`config.mk`:
```
export PLATFORM = sky130hd
export DESIGN_NAME = reader_register_map_chip_control
export DESIGN_NICKNAME = d
export VERILOG_FILES = /design/src/design/reader_regs_pkg.sv /design/src/design/reader_register_map_chip_control.sv
export SDC_FILE = /design/constraint.sdc
export NUM_CORES = 1
export LEC_CHECK = 0
export BUFFER_PORTS_ARGS = -buffer_cell sky130_fd_sc_hd__buf_4
export CORE_MARGIN = 4
export CORE_UTILIZATION = 55
export DETAILED_ROUTE_END_ITERATION = 6
export GPL_TIMING_DRIVEN = 0
export MAX_ROUTING_LAYER = met4
export PLACE_DENSITY = 0.85
export SLEW_MARGIN = 30
export SYNTH_ARGS = -nofsm -noshare
export SYNTH_HDL_FRONTEND = slang
export SYNTH_SLANG_ARGS = --single-unit
```
`constraint.sdc`:
```
create_clock -name ref_clk -period 2.35 [get_ports ref_clk]
set_clock_uncertainty 0.15 [all_clocks]
set_input_delay 0.235 -clock ref_clk [delete_from_list [all_inputs] [get_ports ref_clk]]
set_output_delay 0.235 -clock ref_clk [all_outputs]
set_load 0.01 [all_outputs]
```
`src/design/reader_regs_pkg.sv`:
```
package reader_regs_pkg;

	localparam int ADDR_W = 5;
	localparam int DATA_W = 8;
	localparam int NUM_REGS = 32;

	// Register addresses.
	localparam logic [4:0] ADDR_CHIP_STATE_CONTROL      = 5'h00;
	localparam logic [4:0] ADDR_PROTOCOL_SELECT_CONTROL = 5'h01;
	localparam logic [4:0] ADDR_TYPE_B_TRANSMIT_OPTIONS = 5'h02;
	localparam logic [4:0] ADDR_TYPE_A_FAST_RATE_OPTS   = 5'h03;
	localparam logic [4:0] ADDR_TRANSMIT_TIMER_HIGH     = 5'h04;
	localparam logic [4:0] ADDR_TRANSMIT_TIMER_LOW      = 5'h05;
	localparam logic [4:0] ADDR_TRANSMIT_PULSE_LENGTH   = 5'h06;
	localparam logic [4:0] ADDR_RECEIVE_NO_REPLY        = 5'h07;
	localparam logic [4:0] ADDR_RECEIVE_WAIT_TIME       = 5'h08;
	localparam logic [4:0] ADDR_MODULATOR_CLOCK_OUT     = 5'h09;
	localparam logic [4:0] ADDR_RECEIVE_SPECIAL         = 5'h0A;
	localparam logic [4:0] ADDR_REGULATOR_IO_CONTROL    = 5'h0B;
	localparam logic [4:0] ADDR_INTERRUPT_STATUS        = 5'h0C;
	localparam logic [4:0] ADDR_COLLISION_POS_IRQ_MASK  = 5'h0D;
	localparam logic [4:0] ADDR_COLLISION_POSITION      = 5'h0E;
	localparam logic [4:0] ADDR_SIGNAL_LEVEL_OSC        = 5'h0F;
	localparam logic [4:0] ADDR_SPECIAL_FUNCTION_A      = 5'h10;
	localparam logic [4:0] ADDR_SPECIAL_FUNCTION_B      = 5'h11;
	localparam logic [4:0] ADDR_FIFO_IRQ_THRESHOLDS     = 5'h14;
	localparam logic [4:0] ADDR_TEST_A                  = 5'h1A;
	localparam logic [4:0] ADDR_TEST_B                  = 5'h1B;
	localparam logic [4:0] ADDR_FIFO_STATE              = 5'h1C;
	localparam logic [4:0] ADDR_TRANSMIT_LENGTH_FIRST   = 5'h1D;
	localparam logic [4:0] ADDR_TRANSMIT_LENGTH_SECOND  = 5'h1E;
	localparam logic [4:0] ADDR_FIFO_DATA_PORT          = 5'h1F;

	// Preset values.
	localparam logic [7:0] RST_CHIP_STATE_CONTROL      = 8'h01;
	localparam logic [7:0] RST_PROTOCOL_SELECT_CONTROL = 8'h02;
	localparam logic [7:0] RST_TRANSMIT_TIMER          = 8'hC1;
	localparam logic [7:0] RST_RECEIVE_NO_REPLY        = 8'h0E;
	localparam logic [7:0] RST_RECEIVE_WAIT_TIME       = 8'h07;
	localparam logic [7:0] RST_MODULATOR_CLOCK_OUT     = 8'h91;
	localparam logic [7:0] RST_RECEIVE_SPECIAL         = 8'h10;
	localparam logic [7:0] RST_REGULATOR_IO_CONTROL    = 8'h87;
	localparam logic [7:0] RST_COLLISION_POS_IRQ_MASK  = 8'h3E;
	localparam logic [7:0] RST_ZERO                    = 8'h00;

	// Chip state control field positions.
	localparam int BIT_STANDBY          = 7;
	localparam int BIT_BYPASS_FRAMING   = 6;
	localparam int BIT_CARRIER_ENABLE   = 5;
	localparam int BIT_POWER_HALVE      = 4;
	localparam int BIT_AUX_INPUT_SELECT = 3;
	localparam int BIT_RESERVED         = 2;
	localparam int BIT_FORCE_RECEIVER   = 1;
	localparam int BIT_SUPPLY_RANGE     = 0;
	localparam logic [7:0] CHIP_STATE_WRITE_MASK = 8'hFB;

	// Protocol select control fields.
	localparam int BIT_DIRECT_MODE_TYPE = 6;
	localparam int PROTOCOL_CODE_W      = 5;

	// Wake-up time from standby.
	localparam int CLK_PERIOD_NS = 100;
	localparam int WAKE_TIME_NS  = 100000;
	localparam int WAKE_CYCLES   = (WAKE_TIME_NS + CLK_PERIOD_NS - 1) / CLK_PERIOD_NS;

	typedef enum logic [1:0] {
		power_active,
		power_standby,
		power_waking
	} power_state_e;

endpackage

```
`src/design/reader_register_map_chip_control.sv`:
```
`timescale 1ns/1ns
`default_nettype none

module reader_register_map_chip_control #(
	parameter int WAKE_COUNT = reader_regs_pkg::WAKE_CYCLES
) (
	// Clock and reset.
	input  wire logic                               ref_clk,
	input  wire logic                               rst_b,
	input  wire logic                               chip_enable,
	// Host register port.
	input  wire logic [reader_regs_pkg::ADDR_W-1:0] reg_addr,
	input  wire logic                               reg_write,
	input  wire logic                               reg_read,
	input  wire logic [reader_regs_pkg::DATA_W-1:0] reg_wdata,
	output logic      [reader_regs_pkg::DATA_W-1:0] reg_rdata,
	output logic                                    reg_rvalid,
	// Status from the reader core.
	input  wire logic [reader_regs_pkg::DATA_W-1:0] irq_status_in,
	input  wire logic [reader_regs_pkg::DATA_W-1:0] collision_pos_in,
	input  wire logic [reader_regs_pkg::DATA_W-1:0] signal_level_in,
	input  wire logic [reader_regs_pkg::DATA_W-1:0] fifo_state_in,
	input  wire logic [reader_regs_pkg::DATA_W-1:0] fifo_rdata_in,
	// FIFO data port strobes.
	output logic                                    fifo_write,
	output logic                                    fifo_read,
	output logic      [reader_regs_pkg::DATA_W-1:0] fifo_wdata,
	// Receive inputs.
	input  wire logic                               main_receive_input,
	input  wire logic                               aux_receive_input,
	output logic                                    selected_receive_input,
	// Chip control outputs.
	output logic                                    standby,
	output logic                                    regulators_on,
	output logic                                    oscillator_on,
	output logic                                    full_operation,
	output logic                                    framing_enable,
	output logic                                    direct_mode_0,
	output logic                                    direct_mode_1,
	output logic                                    transmitter_enable,
	output logic                                    receiver_enable,
	output logic                                    tx_oscillator_enable,
	output logic                                    output_power_halve,
	output logic                                    supply_range_select,
	output logic      [reader_regs_pkg::PROTOCOL_CODE_W-1:0] protocol_code
);
	import reader_regs_pkg::*;

	// Counter sized from the parameter so a long wake-up time cannot wrap it.
	localparam int WAKE_W = (WAKE_COUNT > 1) ? $clog2(WAKE_COUNT) : 1;

	typedef struct packed {
		logic [NUM_REGS-1:0][DATA_W-1:0] regs;
		power_state_e                    power;
		logic [WAKE_W-1:0]               wake_count;
		logic [DATA_W-1:0]               rdata;
		logic                            rvalid;
		logic                            fifo_write;
		logic                            fifo_read;
		logic [DATA_W-1:0]               fifo_wdata;
		logic                            rx_sel;
		logic                            standby;
		logic                            full_op;
		logic                            framing;
		logic                            direct_0;
		logic                            direct_1;
		logic                            tx_en;
		logic                            rx_en;
		logic                            tx_osc;
		logic                            half_power;
		logic                            supply_range;
		logic [PROTOCOL_CODE_W-1:0]      protocol;
	} state_s;

	state_s state;
	state_s next_state;

	// Preset value of each address; read-only and unlisted slots hold zero.
	function automatic logic [DATA_W-1:0] preset_of(input logic [ADDR_W-1:0] a);
		case (a)
			ADDR_CHIP_STATE_CONTROL:      preset_of = RST_CHIP_STATE_CONTROL;
			ADDR_PROTOCOL_SELECT_CONTROL: preset_of = RST_PROTOCOL_SELECT_CONTROL;
			ADDR_TRANSMIT_TIMER_HIGH:     preset_of = RST_TRANSMIT_TIMER;
			ADDR_TRANSMIT_TIMER_LOW:      preset_of = RST_TRANSMIT_TIMER;
			ADDR_RECEIVE_NO_REPLY:        preset_of = RST_RECEIVE_NO_REPLY;
			ADDR_RECEIVE_WAIT_TIME:       preset_of = RST_RECEIVE_WAIT_TIME;
			ADDR_MODULATOR_CLOCK_OUT:     preset_of = RST_MODULATOR_CLOCK_OUT;
			ADDR_RECEIVE_SPECIAL:         preset_of = RST_RECEIVE_SPECIAL;
			ADDR_REGULATOR_IO_CONTROL:    preset_of = RST_REGULATOR_IO_CONTROL;
			ADDR_COLLISION_POS_IRQ_MASK:  preset_of = RST_COLLISION_POS_IRQ_MASK;
			default:                      preset_of = RST_ZERO;
		endcase
	endfunction

	// Addresses whose contents are stored here and written by the host.
	function automatic logic is_stored(input logic [ADDR_W-1:0] a);
		case (a)
			ADDR_CHIP_STATE_CONTROL, ADDR_PROTOCOL_SELECT_CONTROL,
			ADDR_TYPE_B_TRANSMIT_OPTIONS, ADDR_TYPE_A_FAST_RATE_OPTS,
			ADDR_TRANSMIT_TIMER_HIGH, ADDR_TRANSMIT_TIMER_LOW,
			ADDR_TRANSMIT_PULSE_LENGTH, ADDR_RECEIVE_NO_REPLY,
			ADDR_RECEIVE_WAIT_TIME, ADDR_MODULATOR_CLOCK_OUT,
			ADDR_RECEIVE_SPECIAL, ADDR_REGULATOR_IO_CONTROL,
			ADDR_COLLISION_POS_IRQ_MASK, ADDR_SPECIAL_FUNCTION_A,
			ADDR_SPECIAL_FUNCTION_B, ADDR_FIFO_IRQ_THRESHOLDS,
			ADDR_TEST_A, ADDR_TEST_B,
			ADDR_TRANSMIT_LENGTH_FIRST, ADDR_TRANSMIT_LENGTH_SECOND:
				is_stored = 1'b1;
			default:
				is_stored = 1'b0;
		endcase
	endfunction

	logic [DATA_W-1:0] chip_ctl;
	logic [DATA_W-1:0] proto_ctl;
	logic [DATA_W-1:0] read_value;
	logic              ready;

	always_comb begin
		next_state = state;
		next_state.fifo_write = 1'b0;
		next_state.fifo_read = 1'b0;
		next_state.rvalid = 1'b0;
		read_value = RST_ZERO;

		case (reg_addr)
			ADDR_INTERRUPT_STATUS:   read_value = irq_status_in;
			ADDR_COLLISION_POSITION: read_value = collision_pos_in;
			ADDR_SIGNAL_LEVEL_OSC:   read_value = signal_level_in;
			ADDR_FIFO_STATE:         read_value = fifo_state_in;
			ADDR_FIFO_DATA_PORT:     read_value = fifo_rdata_in;
			default: begin
				if (is_stored(reg_addr)) begin
					read_value = state.regs[reg_addr];
				end
			end
		endcase

		if (reg_read) begin
			next_state.rdata = read_value;
			next_state.rvalid = 1'b1;
			next_state.fifo_read = (reg_addr == ADDR_FIFO_DATA_PORT);
		end

		if (reg_write) begin
			if (reg_addr == ADDR_FIFO_DATA_PORT) begin
				next_state.fifo_write = 1'b1;
				next_state.fifo_wdata = reg_wdata;
			end else if (reg_addr == ADDR_CHIP_STATE_CONTROL) begin
				next_state.regs[reg_addr] = reg_wdata & CHIP_STATE_WRITE_MASK;
			end else if (is_stored(reg_addr)) begin
				next_state.regs[reg_addr] = reg_wdata;
			end
		end

		// preset while the activate pin is low
		if (!chip_enable) begin
			for (int i = 0; i < NUM_REGS; i++) begin
				next_state.regs[i] = preset_of(ADDR_W'(i));
			end
		end

		chip_ctl = next_state.regs[ADDR_CHIP_STATE_CONTROL];
		proto_ctl = next_state.regs[ADDR_PROTOCOL_SELECT_CONTROL];

		case (state.power)
			power_active: begin
				if (chip_ctl[BIT_STANDBY]) begin
					next_state.power = power_standby;
				end
			end
			power_standby: begin
				if (!chip_ctl[BIT_STANDBY]) begin
					next_state.power = power_waking;
					next_state.wake_count = WAKE_W'(WAKE_COUNT - 1);
				end
			end
			power_waking: begin
				if (chip_ctl[BIT_STANDBY]) begin
					next_state.power = power_standby;
				end else if (state.wake_count == '0) begin
					next_state.power = power_active;
				end else begin
					next_state.wake_count = state.wake_count - WAKE_W'(1);
				end
			end
			default: begin
				next_state.power = power_active;
			end
		endcase
		ready = (next_state.power == power_active);

		next_state.standby = (next_state.power == power_standby);
		next_state.full_op = ready;

		next_state.framing = !chip_ctl[BIT_BYPASS_FRAMING];
		next_state.direct_0 = chip_ctl[BIT_BYPASS_FRAMING] && !proto_ctl[BIT_DIRECT_MODE_TYPE];
		next_state.direct_1 = chip_ctl[BIT_BYPASS_FRAMING] && proto_ctl[BIT_DIRECT_MODE_TYPE];

		next_state.tx_en = chip_ctl[BIT_CARRIER_ENABLE] && ready;
		next_state.rx_en = (chip_ctl[BIT_FORCE_RECEIVER] || chip_ctl[BIT_CARRIER_ENABLE]) && ready;
		next_state.tx_osc = (chip_ctl[BIT_FORCE_RECEIVER] || chip_ctl[BIT_CARRIER_ENABLE]) && ready;

		next_state.half_power = chip_ctl[BIT_POWER_HALVE];
		next_state.rx_sel = chip_ctl[BIT_AUX_INPUT_SELECT] ? aux_receive_input : main_receive_input;
		next_state.supply_range = chip_ctl[BIT_SUPPLY_RANGE];
		next_state.protocol = proto_ctl[PROTOCOL_CODE_W-1:0];
	end

	always_ff @(posedge ref_clk) begin
		if (!rst_b) begin
			for (int i = 0; i < NUM_REGS; i++) begin
				state.regs[i] <= preset_of(ADDR_W'(i));
			end
			state.power <= power_active;
			state.wake_count <= '0;
			state.rdata <= RST_ZERO;
			state.rvalid <= 1'b0;
			state.fifo_write <= 1'b0;
			state.fifo_read <= 1'b0;
			state.fifo_wdata <= RST_ZERO;
			state.rx_sel <= 1'b0;
			state.standby <= RST_CHIP_STATE_CONTROL[BIT_STANDBY];
			state.full_op <= !RST_CHIP_STATE_CONTROL[BIT_STANDBY];
			state.framing <= !RST_CHIP_STATE_CONTROL[BIT_BYPASS_FRAMING];
			state.direct_0 <= 1'b0;
			state.direct_1 <= 1'b0;
			state.tx_en <= RST_CHIP_STATE_CONTROL[BIT_CARRIER_ENABLE];
			state.rx_en <= 1'b0;
			state.tx_osc <= 1'b0;
			state.half_power <= RST_CHIP_STATE_CONTROL[BIT_POWER_HALVE];
			state.supply_range <= RST_CHIP_STATE_CONTROL[BIT_SUPPLY_RANGE];
			state.protocol <= RST_PROTOCOL_SELECT_CONTROL[PROTOCOL_CODE_W-1:0];
		end else begin
			state <= next_state;
		end
	end

	// Regulators and oscillator stay up in standby so wake-up needs no restart.
	assign regulators_on = 1'b1;
	assign oscillator_on = 1'b1;

	assign reg_rdata = state.rdata;
	assign reg_rvalid = state.rvalid;
	assign fifo_write = state.fifo_write;
	assign fifo_read = state.fifo_read;
	assign fifo_wdata = state.fifo_wdata;
	assign selected_receive_input = state.rx_sel;
	assign standby = state.standby;
	assign full_operation = state.full_op;
	assign framing_enable = state.framing;
	assign direct_mode_0 = state.direct_0;
	assign direct_mode_1 = state.direct_1;
	assign transmitter_enable = state.tx_en;
	assign receiver_enable = state.rx_en;
	assign tx_oscillator_enable = state.tx_osc;
	assign output_power_halve = state.half_power;
	assign supply_range_select = state.supply_range;
	assign protocol_code = state.protocol;

endmodule

`default_nettype wire

```
==> reports/metrics.cfg <==
[routing]
vias = 13424
viasPerCell = 6.48
drc = 0
drtIter0Drc = 1925
ant_nets = 0
dr.pass1.iters = 7
wl_per_cell_um = 26.4
totalWireLength_mm = 54.6

[yosys]
syn_area_sq_um = 13700
yosysTopAreaCell = dfxtp_1
yosys.cell_types.count = 71
synth-edff-count = 0
synth.ff_latch_count = 295
ys_seq_area_share_pct = 43.0
synth-async-reset-ratio_pct = 0
synth_top_area_share_pct = 43.0
synth_flop_cell = dfxtp_1
synthCells = 1571
yosysWarnings = 0
synthTopCellsByArea = dfxtp_1 43%, mux2i_1 16%, nand3_1 5.7%
syn_avg_cell_area_sq_um = 8.74

[setup_path]
end_kind = register
reg2reg_to = state[41]
critical_path_class = input pin to register
cp_data_required_time_ns = 2.65
r2r_cells = 7
r2r_start = state[35]
worstPathMaxFanout = 10
worstPathArrival_ns = 2.71
worstSetupStartpoint = reg_addr[0]
start_kind = input pin
rrSetupSlack_ns = 0.11

[worst_hold_path]
hold_start = reg_write
hold_path_class = input pin to register
whs_path_depth = 4
worstHoldEndpoint = state[62]

[clock_tree]
cts_root_buffer = clkbuf_16
clock_latency_ns = 0.58
clkTransAtPathRegs_ns = 0.06
cts_tree = done
h-tree-depth = 1
cts_made_buffers = 31
max-clock-path-buffers = 3
clock_sink_count = 295

[timing]
hold_viol = 0
finalMaxSlewViolations = 0
fin_crit_ns = 2.41
layout_setup_ws_ns = -0.0589
worst_slew_pin_slew_ns = 1.03
fin_setup_tns_ns = -0.152
setup_viol = 4
fin_crit_sh_pct = 103
max_freq_ghz = 0.415
max_slew_margin_pct = 31.2

[layout]
multiInputGateArea_sq_um = 7090
fill_cells = 1942
drive_above_1_share_pct = 16.5
finalNonFillerCells = 2072
regMostFlops = state
areaGrowthSynthToFinish_pct = 19.1
fin_util_pct = 66.8
final_cell_area_sq_um = 16400
design.final.nets = 1792
largest_reg_flops = 268
seq_area_sq_um = 5910

[placement]
dp_hpwl_mm = 39.4
io_buffers = 93
post-place-ws_ns = -1.15
placed_cell_area_sq_um = 14900
place_congestion = 1.03
dp.cells = 1989

[floorplan]
initial_utilization_pct = 56.1
core_sq_um = 24500
die_w_um = 166
rows = 57
pin_count = 97
die-area_sq_um = 27500
die_h_um = 166

[global_routing]
grtUsageTotal_pct = 38.9
grt_antenna_before_repair = 1
grt_pass1_wl_mm = 80.3
grt_max_degree = 16
grt_pass1_vias = 12566
overflow = 0

[power]
power.leakage_nw = 6.17
powerDensity_nw_per_um2 = 676
ir_drop_v = 0.000558

[run_status]
violations = setup timing
status = finished, violations left

[flow_run]
maxCapViolations = 0

[stage by stage]
step | total power [mW] | hold WS, ns
CTS | 11.0 | 0.00214
detailed placement | 6.10 | 0.293
global route | 11.3 | 0.0272
floorplan | 5.66 | 0.227
finish | 11.0 | 0.0215
global placement | 6.09 | 0.288
[report_power, final]
group	total (mW)	switching [mW]	internal (mW)
logic	1.07	0.722	0.347
clock network	4.94	2.07	2.87
registers	5.03	0.0124	5.02
[worst max-delay path: stages]
cell and delay (ns):
buf_4 0.10, clkbuf_2 0.18, clkbuf_2 0.25, buf_4 0.35
mux2i_1 0.48, o22ai_1 0.15, nor4_1 0.48, a21boi_1 0.21
o221a_2 0.26
[Yosys cell counts, types with 10 or more instances]
master	instances
dfxtp_1	295
mux2i_1	222
nand2_1	192
nand3_1	155
a21oi_1	149
nor2_1	101
clkbuf_1	76
o22ai_1	64
buf_2	40
o21ai_0	33
buf_4	29
nor4_1	18
buf_1	14
inv_1	13
and3_1	10
[placed cells by master, fill, tap and decap left out, drive strengths merged, types with 4 or more instances in the layout]
cell         synthesis  final
dfxtp              295    295
mux2i              222    222
nand2              195    195
buf                 90    185
nand3              158    158
a21oi              149    149
clkbuf              76    122
nor2               104    104
o22ai               64     64
o21ai               33     33
dlygate4sd3          0     23
nor4                19     19
inv                 13     15
o211ai              11     11
and3                10     10
a21boi              10     10
nor2b                8      8
a222oi               8      8
a22oi                8      8
o221a                8      8
nor3                 8      8
clkinv               1      6
or4b                 6      6
ha                   6      6
or2                  5      5
nand2b               5      5
nand4                4      4
nand4b               4      4
and2                 4      4
a211oi               4      4
or4bb                4      4
a31oi                4      4
a311oi               4      4
[cells by family after synthesis]
family                   synth area share (%)
other                                  0.0273
adder cells (fa/ha/maj)                 0.547
buffers and inverters                    6.46
flip-flops                               43.0
multiplexers                             16.3
AO/OA/AOI/OAI                            14.3
AND/OR/NAND/NOR                          19.4
[worst max path at each step]
stage	to	slack [ns]	cells past startpoint
2_1_floorplan	state[291]	0.0003	11
3_3_place_gp	reg_rdata[7]	-1.19	9
3_5_place_dp	reg_rdata[2]	-1.15	9
4_1_cts	state[166]	0.007	11
5_1_grt	state[41]	-0.02	7
6_report	reg_rdata[4]	-0.06	9
[routing by layer]
| layer | global-route usage [%] | share of wire [%] | vias up |
|---|---|---|---|
| li1 | - | - | 5883 |
| met2 | 56.4 | 42 | 927 |
| met4 | 19.7 | 6.5 | 0 |
| met3 | 8.24 | 11 | 192 |
| met1 | 51.6 | 40 | 6422 |
| met5 | - | 0 | - |
[area by class of cell]
type	instances	share of cell area, %
diodes	1	0.0153
well taps	324	2.48
repair buffers	122	6.11
multi-input cells	1097	43.3
clock inverters	11	0.880
plain buffers	165	5.48
inverters	14	0.329
flip-flops and latches	295	36.1
clock buffers	43	5.26
[repair_timing]
action	in CTS	in global routing
endpoints found under the setup margin	137	88
gates resized for setup	38	17
buffers inserted	3	3
hold endpoints to repair	27	0
hold buffers	23	0
pin swaps	4	5
No activity file was read; power rests on OpenSTA's default activity.
